`src/logic/clock_config_cfg.svh`:
```
`ifndef CLOCK_CONFIG_CFG_SVH
`define CLOCK_CONFIG_CFG_SVH

// ************************************************************
// register byte addresses
// ************************************************************
`define ADDR_PRODUCT_INFO      4'h0
`define ADDR_MEM_CLK_CFG       4'h4
`define ADDR_PIX_CLK_CFG       4'h8

// ************************************************************
// product information fields
// ************************************************************
`define PI_PRODUCT_HI_LSB      26
`define PI_REVISION_HI_LSB     24
`define PI_STRAP_LSB           16
`define PI_BUFFER_LSB          8
`define PI_PRODUCT_LO_LSB      2
`define PI_REVISION_LO_LSB     0
`define STRAP_RESERVED_IDX     3
// arbitrary identity values
`define PRODUCT_CODE           6'h15
`define REVISION_CODE          2'h1
// buffer size in 4k byte units
`define BUFFER_SIZE_4K         8'h28

// ************************************************************
// clock configuration fields and reset values
// ************************************************************
`define MEM_DIV_LSB            4
`define PIX_DIV_LSB            4
`define PIX_SRC_LSB            0
`define MEM_DIV_RESET          2'h0
`define PIX_DIV_RESET          3'h0
`define PIX_SRC_RESET          2'h0
`define PIX_DIV_BY8            3'h4
`define DIV_COUNT_BY8          4'h7
`define PIX_SRC_MEM            2'h0
`define PIX_SRC_BUS            2'h1
`define PIX_SRC_PRIMARY        2'h2
`define PIX_SRC_SECONDARY      2'h3

// ************************************************************
// timing counts
// ************************************************************
// cycles after reset release before the strap pipeline is full
`define STRAP_SETTLE_CYCLES    2'h3

`endif

```
`src/logic/clock_config_pkg.sv`:
```
package clock_config_pkg;

  typedef logic [6:0] strap_type;
  typedef logic [3:0] div_count_type;
  typedef logic [1:0] pix_source_type;

  typedef enum logic [0:0] {
    bus_idle,
    bus_answer
  } bus_state_type;

  typedef enum logic [0:0] {
    strap_fill,
    strap_held
  } strap_state_type;

endpackage

```
`src/logic/clock_tick_if.sv`:
```
`timescale 1ns/1ps

interface clock_tick_if;
  logic tick;

  modport source (output tick);
  modport sink   (input  tick);
endinterface

```
`src/logic/pin_edge_sync.sv`:
```
`timescale 1ns/1ps

// ************************************************************
// external clock pin to one-cycle rising edge tick
// ************************************************************
module pin_edge_sync (
  input  wire logic            core_clk_i,
  input  wire logic            resetn_i,
  input  wire logic            pin_i,
  clock_tick_if.source         tick_out
);

  logic stage1;
  logic stage2;
  logic stage3;
  logic level;
  logic edge_tick;
  logic next_level;
  logic next_edge_tick;

  // a change only counts once the last two stages agree
  always_comb begin
    next_level     = level;
    if (stage2 == stage3) begin
      next_level = stage3;
    end
    next_edge_tick = next_level & ~level;
  end

  always_ff @(posedge core_clk_i or negedge resetn_i) begin
    if (!resetn_i) begin
      stage1    <= 1'b0;
      stage2    <= 1'b0;
      stage3    <= 1'b0;
      level     <= 1'b0;
      edge_tick <= 1'b0;
    end else begin
      stage1    <= pin_i;
      stage2    <= stage1;
      stage3    <= stage2;
      level     <= next_level;
      edge_tick <= next_edge_tick;
    end
  end

  assign tick_out.tick = edge_tick;

endmodule

```
`src/logic/tick_divider.sv`:
```
`timescale 1ns/1ps

// ************************************************************
// divides a tick stream by terminal count plus one
// ************************************************************
module tick_divider (
  input  wire logic                          core_clk_i,
  input  wire logic                          resetn_i,
  input  wire clock_config_pkg::div_count_type terminal_i,
  clock_tick_if.sink                         tick_in,
  clock_tick_if.source                       tick_out
);

  clock_config_pkg::div_count_type count;
  clock_config_pkg::div_count_type next_count;
  logic                            out_tick;
  logic                            next_out_tick;

  // >= so that lowering the ratio mid-count cannot overrun
  always_comb begin
    next_count    = count;
    next_out_tick = 1'b0;
    if (tick_in.tick) begin
      if (count >= terminal_i) begin
        next_count    = 4'h0;
        next_out_tick = 1'b1;
      end else begin
        next_count = count + 4'h1;
      end
    end
  end

  always_ff @(posedge core_clk_i or negedge resetn_i) begin
    if (!resetn_i) begin
      count    <= 4'h0;
      out_tick <= 1'b0;
    end else begin
      count    <= next_count;
      out_tick <= next_out_tick;
    end
  end

  assign tick_out.tick = out_tick;

endmodule

```
`src/logic/clock_config_and_product_info.sv`:
```
// Added by the designer: the Avalon-MM slave port.
`timescale 1ns/1ps
`include "clock_config_cfg.svh"

module clock_config_and_product_info (
  input  wire logic        core_clk_i,
  input  wire logic        resetn_i,
  input  wire logic [3:0]  avs_address_i,
  input  wire logic        avs_read_i,
  input  wire logic        avs_write_i,
  input  wire logic [31:0] avs_writedata_i,
  input  wire logic [3:0]  avs_byteenable_i,
  output logic      [31:0] avs_readdata_o,
  output logic             avs_waitrequest_o,
  input  wire logic [6:0]  config_strap_pins_i,
  input  wire logic        primary_clock_input_i,
  input  wire logic        secondary_clock_input_i,
  output logic             mem_clk_tick_o,
  output logic             pix_clk_tick_o
);

  // ************************************************************
  // functions
  // ************************************************************
  function automatic clock_config_pkg::div_count_type pix_terminal(input logic [2:0] code);
    clock_config_pkg::div_count_type t;
    t = {1'b0, code};
    // reserved codes fall back to the slowest ratio
    if (code >= `PIX_DIV_BY8) begin
      t = `DIV_COUNT_BY8;
    end
    return t;
  endfunction

  // one decode shared by the write path and the read mux
  function automatic logic [2:0] reg_hit(input logic [3:0] addr);
    logic [2:0] hit;
    hit = 3'h0;
    if (addr == `ADDR_PRODUCT_INFO) begin
      hit[0] = 1'b1;
    end else if (addr == `ADDR_MEM_CLK_CFG) begin
      hit[1] = 1'b1;
    end else if (addr == `ADDR_PIX_CLK_CFG) begin
      hit[2] = 1'b1;
    end
    return hit;
  endfunction

  // ************************************************************
  // strap capture
  // ************************************************************
  clock_config_pkg::strap_type       strap_s1;
  clock_config_pkg::strap_type       strap_s2;
  clock_config_pkg::strap_type       strap_s3;
  clock_config_pkg::strap_type       strap_latched;
  clock_config_pkg::strap_type       next_strap_latched;
  clock_config_pkg::strap_state_type strap_state;
  clock_config_pkg::strap_state_type next_strap_state;
  logic [1:0]                        settle;
  logic [1:0]                        next_settle;

  // straps cannot be taken under async reset, so they are
  // sampled once the pipeline behind the release is full
  always_comb begin
    next_strap_latched = strap_latched;
    next_strap_state   = strap_state;
    next_settle        = settle;
    case (strap_state)
      clock_config_pkg::strap_fill: begin
        if (settle != `STRAP_SETTLE_CYCLES) begin
          next_settle = settle + 2'h1;
        end else if (strap_s2 == strap_s3) begin
          next_strap_latched = strap_s3;
          next_strap_state   = clock_config_pkg::strap_held;
        end
      end
      clock_config_pkg::strap_held: begin
        next_strap_state = clock_config_pkg::strap_held;
      end
      default: begin
        next_strap_state = clock_config_pkg::strap_fill;
      end
    endcase
  end

  always_ff @(posedge core_clk_i or negedge resetn_i) begin
    if (!resetn_i) begin
      strap_s1      <= 7'h00;
      strap_s2      <= 7'h00;
      strap_s3      <= 7'h00;
      strap_latched <= 7'h00;
      strap_state   <= clock_config_pkg::strap_fill;
      settle        <= 2'h0;
    end else begin
      strap_s1      <= config_strap_pins_i;
      strap_s2      <= strap_s1;
      strap_s3      <= strap_s2;
      strap_latched <= next_strap_latched;
      strap_state   <= next_strap_state;
      settle        <= next_settle;
    end
  end

  // ************************************************************
  // product information word
  // ************************************************************
  logic [31:0]                 product_info;
  clock_config_pkg::strap_type strap_view;

  always_comb begin
    strap_view                        = strap_latched;
    strap_view[`STRAP_RESERVED_IDX]   = 1'b1;
    product_info                      = 32'h0000_0000;
    product_info[`PI_PRODUCT_HI_LSB +: 6]  = `PRODUCT_CODE;
    product_info[`PI_REVISION_HI_LSB +: 2] = `REVISION_CODE;
    product_info[`PI_STRAP_LSB +: 7]       = strap_view;
    product_info[`PI_BUFFER_LSB +: 8]      = `BUFFER_SIZE_4K;
    product_info[`PI_PRODUCT_LO_LSB +: 6]  = `PRODUCT_CODE;
    product_info[`PI_REVISION_LO_LSB +: 2] = `REVISION_CODE;
  end

  // ************************************************************
  // configuration registers
  // ************************************************************
  logic [1:0] mem_div;
  logic [2:0] pix_div;
  logic [1:0] pix_src;
  logic [1:0] next_mem_div;
  logic [2:0] next_pix_div;
  logic [1:0] next_pix_src;
  logic       write_commit;
  logic [2:0] reg_sel;

  assign reg_sel = reg_hit(avs_address_i);

  always_comb begin
    next_mem_div = mem_div;
    next_pix_div = pix_div;
    next_pix_src = pix_src;
    // all writable fields live in byte lane 0
    if (write_commit && avs_byteenable_i[0]) begin
      if (reg_sel[0]) begin
        next_mem_div = mem_div;
      end else if (reg_sel[1]) begin
        // bit 0 is not stored; software keeps it zero
        next_mem_div = avs_writedata_i[`MEM_DIV_LSB +: 2];
      end else if (reg_sel[2]) begin
        next_pix_div = avs_writedata_i[`PIX_DIV_LSB +: 3];
        next_pix_src = avs_writedata_i[`PIX_SRC_LSB +: 2];
      end
    end
  end

  always_ff @(posedge core_clk_i or negedge resetn_i) begin
    if (!resetn_i) begin
      mem_div <= `MEM_DIV_RESET;
      pix_div <= `PIX_DIV_RESET;
      pix_src <= `PIX_SRC_RESET;
    end else begin
      mem_div <= next_mem_div;
      pix_div <= next_pix_div;
      pix_src <= next_pix_src;
    end
  end

  // ************************************************************
  // avalon-mm slave
  // ************************************************************
  clock_config_pkg::bus_state_type bus_state;
  clock_config_pkg::bus_state_type next_bus_state;
  logic                            next_waitrequest;
  logic [31:0]                     next_readdata;
  logic [31:0]                     read_word;

  always_comb begin
    read_word = 32'h0000_0000;
    if (reg_sel[0]) begin
      read_word = product_info;
    end else if (reg_sel[1]) begin
      read_word[`MEM_DIV_LSB +: 2] = mem_div;
    end else if (reg_sel[2]) begin
      read_word[`PIX_DIV_LSB +: 3] = pix_div;
      read_word[`PIX_SRC_LSB +: 2] = pix_src;
    end
  end

  // requests wait until the straps are held, so the first read
  // of product information can never show unsettled pins
  always_comb begin
    next_bus_state   = bus_state;
    next_waitrequest = avs_waitrequest_o;
    next_readdata    = avs_readdata_o;
    write_commit     = 1'b0;
    case (bus_state)
      clock_config_pkg::bus_idle: begin
        if ((strap_state == clock_config_pkg::strap_held) && (avs_read_i || avs_write_i)) begin
          next_bus_state   = clock_config_pkg::bus_answer;
          next_waitrequest = 1'b0;
          next_readdata    = avs_read_i ? read_word : 32'h0000_0000;
        end
      end
      clock_config_pkg::bus_answer: begin
        // writes land only at the edge the master sees the answer
        write_commit     = avs_write_i;
        next_bus_state   = clock_config_pkg::bus_idle;
        next_waitrequest = 1'b1;
      end
      default: begin
        next_bus_state   = clock_config_pkg::bus_idle;
        next_waitrequest = 1'b1;
      end
    endcase
  end

  always_ff @(posedge core_clk_i or negedge resetn_i) begin
    if (!resetn_i) begin
      bus_state         <= clock_config_pkg::bus_idle;
      avs_waitrequest_o <= 1'b1;
      avs_readdata_o    <= 32'h0000_0000;
    end else begin
      bus_state         <= next_bus_state;
      avs_waitrequest_o <= next_waitrequest;
      avs_readdata_o    <= next_readdata;
    end
  end

  // ************************************************************
  // clock derivation
  // ************************************************************
  clock_tick_if bus_tick ();
  clock_tick_if mem_tick ();
  clock_tick_if primary_tick ();
  clock_tick_if secondary_tick ();
  clock_tick_if pix_source_tick ();
  clock_tick_if pix_tick ();

  assign bus_tick.tick = 1'b1;

  tick_divider mem_divider (
    .core_clk_i (core_clk_i),
    .resetn_i   (resetn_i),
    .terminal_i ({2'b00, mem_div}),
    .tick_in    (bus_tick),
    .tick_out   (mem_tick)
  );

  // external clocks must stay well below a quarter of the bus clock
  pin_edge_sync primary_sync (
    .core_clk_i (core_clk_i),
    .resetn_i   (resetn_i),
    .pin_i      (primary_clock_input_i),
    .tick_out   (primary_tick)
  );

  pin_edge_sync secondary_sync (
    .core_clk_i (core_clk_i),
    .resetn_i   (resetn_i),
    .pin_i      (secondary_clock_input_i),
    .tick_out   (secondary_tick)
  );

  always_comb begin
    case (pix_src)
      `PIX_SRC_MEM:     pix_source_tick.tick = mem_tick.tick;
      `PIX_SRC_BUS:     pix_source_tick.tick = bus_tick.tick;
      `PIX_SRC_PRIMARY: pix_source_tick.tick = primary_tick.tick;
      default:          pix_source_tick.tick = secondary_tick.tick;
    endcase
  end

  tick_divider pix_divider (
    .core_clk_i (core_clk_i),
    .resetn_i   (resetn_i),
    .terminal_i (pix_terminal(pix_div)),
    .tick_in    (pix_source_tick),
    .tick_out   (pix_tick)
  );

  logic next_mem_out;
  logic next_pix_out;

  always_comb begin
    next_mem_out = mem_tick.tick;
    next_pix_out = pix_tick.tick;
  end

  always_ff @(posedge core_clk_i or negedge resetn_i) begin
    if (!resetn_i) begin
      mem_clk_tick_o <= 1'b0;
      pix_clk_tick_o <= 1'b0;
    end else begin
      mem_clk_tick_o <= next_mem_out;
      pix_clk_tick_o <= next_pix_out;
    end
  end

endmodule

```
`config.mk`:
```
export PLATFORM = sky130hd
export DESIGN_NAME = clock_config_and_product_info
export DESIGN_NICKNAME = d
export VERILOG_FILES = /design/src/logic/clock_config_pkg.sv /design/src/logic/clock_tick_if.sv /design/src/logic/pin_edge_sync.sv /design/src/logic/tick_divider.sv /design/src/logic/clock_config_and_product_info.sv
export VERILOG_INCLUDE_DIRS = /design/src /design/src/logic
export SDC_FILE = /design/constraint.sdc
export NUM_CORES = 1
export LEC_CHECK = 0
export BUFFER_PORTS_ARGS = -buffer_cell sky130_fd_sc_hd__buf_2
export CAP_MARGIN = 10
export CORE_ASPECT_RATIO = 0.5
export CORE_MARGIN = 2
export CORE_UTILIZATION = 50
export DETAILED_ROUTE_END_ITERATION = 16
export HOLD_SLACK_MARGIN = 0.05
export PLACE_DENSITY = 0.84
export SLEW_MARGIN = 0
export SYNTH_ARGS = -nofsm -noshare
export SYNTH_HDL_FRONTEND = slang
export SYNTH_SLANG_ARGS = --single-unit
```
`constraint.sdc`:
```
create_clock -name core_clk_i -period 6.43 [get_ports core_clk_i]
set_clock_uncertainty 0.2 [all_clocks]
set_input_delay 0.3215 -clock core_clk_i [delete_from_list [all_inputs] [get_ports core_clk_i]]
set_output_delay 0.3215 -clock core_clk_i [all_outputs]
set_load 0.02 [all_outputs]
```
## Word-level counts from Yosys, hierarchy flattened

Index checks and enable logic that the tools add are counted.

| word-level totals | value |
|---|---|
| bits in registers | 94 |
| bits in latches | 0 |
| bits in writable memories | 0 |
| ROM bits | 0 |
| input bits | 53 |
| output and inout bits | 35 |
| logic and storage cells | 94 |
| memories kept | 0 |

| cells by class | value |
|---|---|
| add/sub/neg operators | 3 |
| multiply operators | 0 |
| div/mod/pow operators | 0 |
| magnitude comparators | 3 |
| eq/ne operators | 9 |
| shift operators | 0 |
| multiplexer cells | 32 |
| bitwise operators | 9 |
| reduce and logical (&&, ||, !) cells | 10 |

Operators by type and width:

| operator | number |
|---|---|
| $mux W32 | 1 |
| $mux W24 | 1 |
| $mux W1 | 16 |
| $mux W2 | 5 |
| $mux W3 | 3 |
| $add A4 B1 Y4 const B | 2 |
| $mux W4 | 2 |
| $eq A7 B7 Y1 | 1 |
| $not A1 Y1 | 7 |
| $pmux W1 S2 | 3 |
| $reduce_and A3 Y1 | 2 |
| $eq A4 B3 Y1 const B | 1 |
| $eq A4 B4 Y1 const B | 1 |
| $ge A4 B2 Y1 | 1 |
| $ge A4 B3 Y1 | 1 |
| $logic_not A4 Y1 | 1 |
| $ne A2 B2 Y1 const B | 2 |
| $reduce_and A2 Y1 | 2 |
| $reduce_and A4 Y1 | 1 |
| $ge A3 B3 Y1 const B | 1 |
| $pmux W1 S3 | 1 |
| $add A2 B1 Y2 const B | 1 |
| $and A1 B1 Y1 | 2 |
| $eq A1 B1 Y1 | 2 |
| other kinds (5) | 6 |

## Logic depth before layout (Yosys ltp)

| depth | value |
|---|---|
| word-level depth | 8 |
| mapped depth | 7 |
| gate-level depth less buffers | 7 |

## By module

From an unflattened synthesis, not the netlist that was laid out.

| unflattened totals | value |
|---|---|
| cell total of the unflattened synthesis | 234 |
| area, all modules | 3022.9 µm² |

Modules (own cells, without submodules):

| module | instances | cells an instance | area each (µm²) | seq. area each (µm²) |
|---|---|---|---|---|
| clock_config_and_product_info | 1 | 152 | 2069.5 | 1327.5 |
| tick_divider | 2 | 34 | 330.3 | 125.1 |
| pin_edge_sync | 2 | 7 | 146.4 | 125.1 |

## Least setup slack after synthesis

No wires, ideal clock.

| timing path | value |
|---|---|
| path type | register to register |
| from | register pix_div[2] |
| to | register pix_divider.count[3] |
| library setup time | 0.083 ns |
| arrival time | 1.913 ns |
| required time | 6.147 ns |
| path slack | 4.234 ns |
| stages on the path, launching flop included | 8 |
| buffers on the path | 0 |
| period minus slack after synthesis | 2.196 ns |
| path through | dfrtp_1 or2_2 ha_1 inv_1 a21oi_1 a2111oi_0 nand2b_1 o21ai_0 |

| on the way | value |
|---|---|
| longest elaborated chain between the ends | 4 |

Ends and longest elaborated chain:

| what | line | text |
|---|---|---|
| start, declared | clock_config_and_product_info.sv:126 | `logic [2:0] pix_div;` |
| start signal, assigned | clock_config_and_product_info.sv:157 | `` pix_div <= `PIX_DIV_RESET; `` |
| start signal, assigned | clock_config_and_product_info.sv:161 | `pix_div <= next_pix_div;` |
| $ge A3 B3 Y1 (no source line) | -- |  |
| $mux W3 * | clock_config_and_product_info.sv:29 | `` if (code >= `PIX_DIV_BY8) begin `` |
| $ge A4 B3 Y1 * | tick_divider.sv:24 | `if (count >= terminal_i) begin` |
| $mux W4 * | tick_divider.sv:24 |  |
| end signal, assigned | tick_divider.sv:38 | `count <= next_count;` |
| end, declared | tick_divider.sv:14 | `clock_config_pkg::div_count_type count;` |

Mark *: on every way between the ends. The rest lies on a longest branch, timed or not.
A chain may end at the register's enable or synchronous reset.

## Worst setup path in the final report

| timing path | value |
|---|---|
| from | register pix_div[2] |
| to | register pix_divider.count[2] |

Same word-level chain as after synthesis.

==> key figures <==
Global route
  – Busiest grt layer: met2
  – Global-route wire length before repair: a little under 8000 µm
  – Grt total ovfl: 0
  – Largest net degree at the start of global routing: 74
  – Met2 Usage GRT: between 20% and 30%
  – Total GRT Usage: 17.5%
  – Initial antenna violation count: 0
  – Vias in the first global route: 1739
  – Met1 Usage GRT: ~20%
  – Met3 Usage GRT: 7.55%

Routing
  – Final wirelength: 4770 µm
  – Vias after detailed routing: 1777
  – DRC viols: 0
  – Initial drt markers: 89
  – Vias/cell: around 5
  – Wirelength per Cell: roughly 13 µm
  – Final antenna-violating net count: 0
  – DR pass1 iterations: 4

Finish
  – Most common cell after layout, fill and taps aside: dfrtp_1
  – Util after Layout: 62.7%
  – Commonest non-fill, non-tap cells in the layout: dfrtp_1 (72), buf_2 (44), nand2_1 (20)
  – Area growth syn-to-layout: 21.9%
  – Layout cells sized above 1: a little over a quarter
  – Ant diodes: 0
  – Layout Cell Area excl Fill: between 0.003 and 0.004 mm²
  – Final #Nets: 340
  – Fillcell total: 402

Setup path
  – CP Class: register to register
  – Startpoint types: register
  – Critical path's largest stage delay: 0.70 ns
  – Crit path required time: ~6.5 ns
  – Reg-to-Reg Start: pix_div[2]$_DFFE_PN0P_
  – Nature of the critical path endpoint: register
  – Critical Path Source: pix_div[2]$_DFFE_PN0P_
  – Max FO, Critical Path: 4
  – Critical path buffers and inverters: 1
  – CP max stage cell: a2111oi_0
  – Critical Path AT: about 2.6 ns
  – Crit path cell chain: or2_2 > ha_1 > inv_1 > a21oi_1 > a2111oi_0 > nand2b_1 > o22ai_1
  – Top delay family on crit path: compound AO/OA/AOI/OAI gates

Placed design
  – Port buffer count: 44
  – Post-DP HPWL: about 3300 µm
  – Placed cell area: around 0.003 mm²
  – Final GP Congestion: a little under 0.8

Run status
  – Status: completed

Logic synthesis
  – Sequential area share after synthesis: around 66%
  – Post-synthesis instance total: 216
  – Mapped cell area: 0.00279 mm²
  – Synth cell types: 36
  – Async S/R FF share, synth: 100%
  – Yosys reg bits: 73
  – Syn avg cell area: between 10 and 15 µm²
  – Ys flop type: dfrtp_1
  – Synth Warn #: 0
  – Number of synthesized flops with an enable pin: 0

Clock tree
  – Worst-Skew Late Latency: between 0.3 and 0.4 ns
  – CTS tree: done
  – CTS HTree Levels: 3
  – Post_cts resized: 0
  – Clock sink count: between 70 and 80
  – Root cell of the clock tree: clkbuf_8
  – Worst-path clk slew: 0.07 ns
  – Cts bufs inserted: 9
  – Clk buf depth: 2

Die
  – Die Span X: around 110 µm
  – Core Box Area: 0.00542 mm²
  – Starting Density: about half
  – Die area: between 0.006 and 0.007 mm²
  – Number of I/O pins: 88
  – FP Rows: 19
  – Die Y: 56.8 µm

Timing
  – Part of the cycle the worst path needs: 39.5%
  – Setup TNS: 0 ns
  – Peak Freq: 394 MHz
  – Final setup viols: 0
  – Measured slew at the worst slew-check pin: 0.870 ns
  – Crit path time final: 2.54 ns
  – Hold Vio Cnt, Final: 0
  – Slew headroom: 42.0%
  – RSZ-0062 raised after global routing: false
  – Max-slew violation count: 0

Power and ir drop
  – PD cells: 358 mW/mm²
  – Static Leak: 0.00174 µW
  – Max VDD drop: between 0.15 and 0.2 mV

Hold path
  – Hold_sp: avs_read_i
  – Hold Crit Class: input pin to register

Job
  – Maximum capacitance violations: 0
timing repair:
action / 4_1_cts / 5_1_grt
endpoints found under the hold margin: 88 / 0
setup buffers: 0 / 0
hold buffers: 15 / 0
final cells by class:
type                       instances  area, µm²  area share [%]
clock buffer                      10        138            4.05
clock inverter                     6        105            3.09
inverter                          14       52.6            1.55
multi-input combinational        120        797            23.5
sequential                        73       1830            53.8
tap                               73       91.3            2.69
timing repair buffer              61        385            11.3
worst register-to-register path, delay by kind of cell (launching register included):
family / cells / cell delay [ns]
AOI/OAI and AO/OA: 3 / 0.97
and+or+nand+nor: 2 / 0.52
DFF: 1 / 0.41
adders and majority gates: 1 / 0.28
buffers and inverters: 1 / 0.07
metrics by stage:
stage / setup slack [ns] / hold slack, ns / power, µW / cells
after global placement: 4.04 / 0.132 / 770 / 326
after global routing: 3.76 / 0.104 / 1280 / 357
after floorplan: 4.23 / -0.174 / 724 / 229
final: 3.89 / 0.0850 / 1220 / 357
after CTS: 3.88 / 0.0662 / 1230 / 357
after detailed placement: 3.90 / 0.135 / 796 / 326
kinds of logic (layout without fill, tap and decap cells):
| family | after synthesis | in the layout | synth area share (%) |
|---|---|---|---|
| mux | 13 | 13 | 5.21 |
| compound gates | 30 | 30 | 7.05 |
| buf+inv | 36 | 91 | 7.54 |
| flops | 73 | 73 | 65.6 |
| simple gates | 48 | 48 | 8.58 |
| xor+xnor | 5 | 5 | 1.57 |
| fa+ha+maj | 10 | 10 | 4.31 |
| other cells | 1 | 14 | 0.135 |
cell usage after synthesis (3+ instances only):
master	instances	share of area, %
buf_4	20	5.4
and3_1	3	0.67
inv_1	14	1.9
a22o_1	6	1.9
ha_1	8	3.6
nand2_1	20	2.7
xor2_1	3	0.94
o21ai_0	13	2.3
mux2_2	12	4.8
nand3_1	5	0.90
dfrtp_1	72	65
nor2_1	9	1.2
sequential cells by signal (all words and copies together), names as in the netlist, 2 cells and up:
| register | flops |
|---|---|
| pix_divider.count | 4 |
| mem_divider.count | 4 |
| strap_latched | 6 |
| strap_s1 | 7 |
| settle | 2 |
| pix_div | 3 |
| mem_div | 2 |
| strap_s3 | 7 |
| strap_s2 | 7 |
| avs_readdata_o | 12 |
| pix_src | 2 |
where the power goes:
group | internal (µW) | switching (µW)
combinational | 84.3 | 129
sequential | 529 | 50.0
clock | 266 | 157
total | 880 | 337
path summary, 6_finish.rpt:
| kind | slack, ns | cells past startpoint | end |
|---|---|---|---|
| min reg2reg | 0.15 | 0 | strap_s2[3]$_DFF_PN0_ |
| min in group asynchronous | 0.54 | 3 | pix_clk_tick_o$_DFF_PN0_ |
| max | 3.89 | 7 | pix_divider.count[2]$_DFFE_PN0P_ |
| min | 0.09 | 3 | avs_readdata_o[1]$_DFFE_PN0P_ |
| max reg2reg | 3.89 | 7 | pix_divider.count[2]$_DFFE_PN0P_ |
| max in group asynchronous | 4.93 | 3 | primary_sync.stage1$_DFF_PN0_ |
per-layer routing:
layer	wire (µm)	share of wire [%]	vias to the layer above
met5	0	0	-
met3	291	6.1	20
met1	1930	40	869
li1	-	-	822
met2	2390	50	66
met4	162	3.4	0
Power figures use the tool's default switching activity.
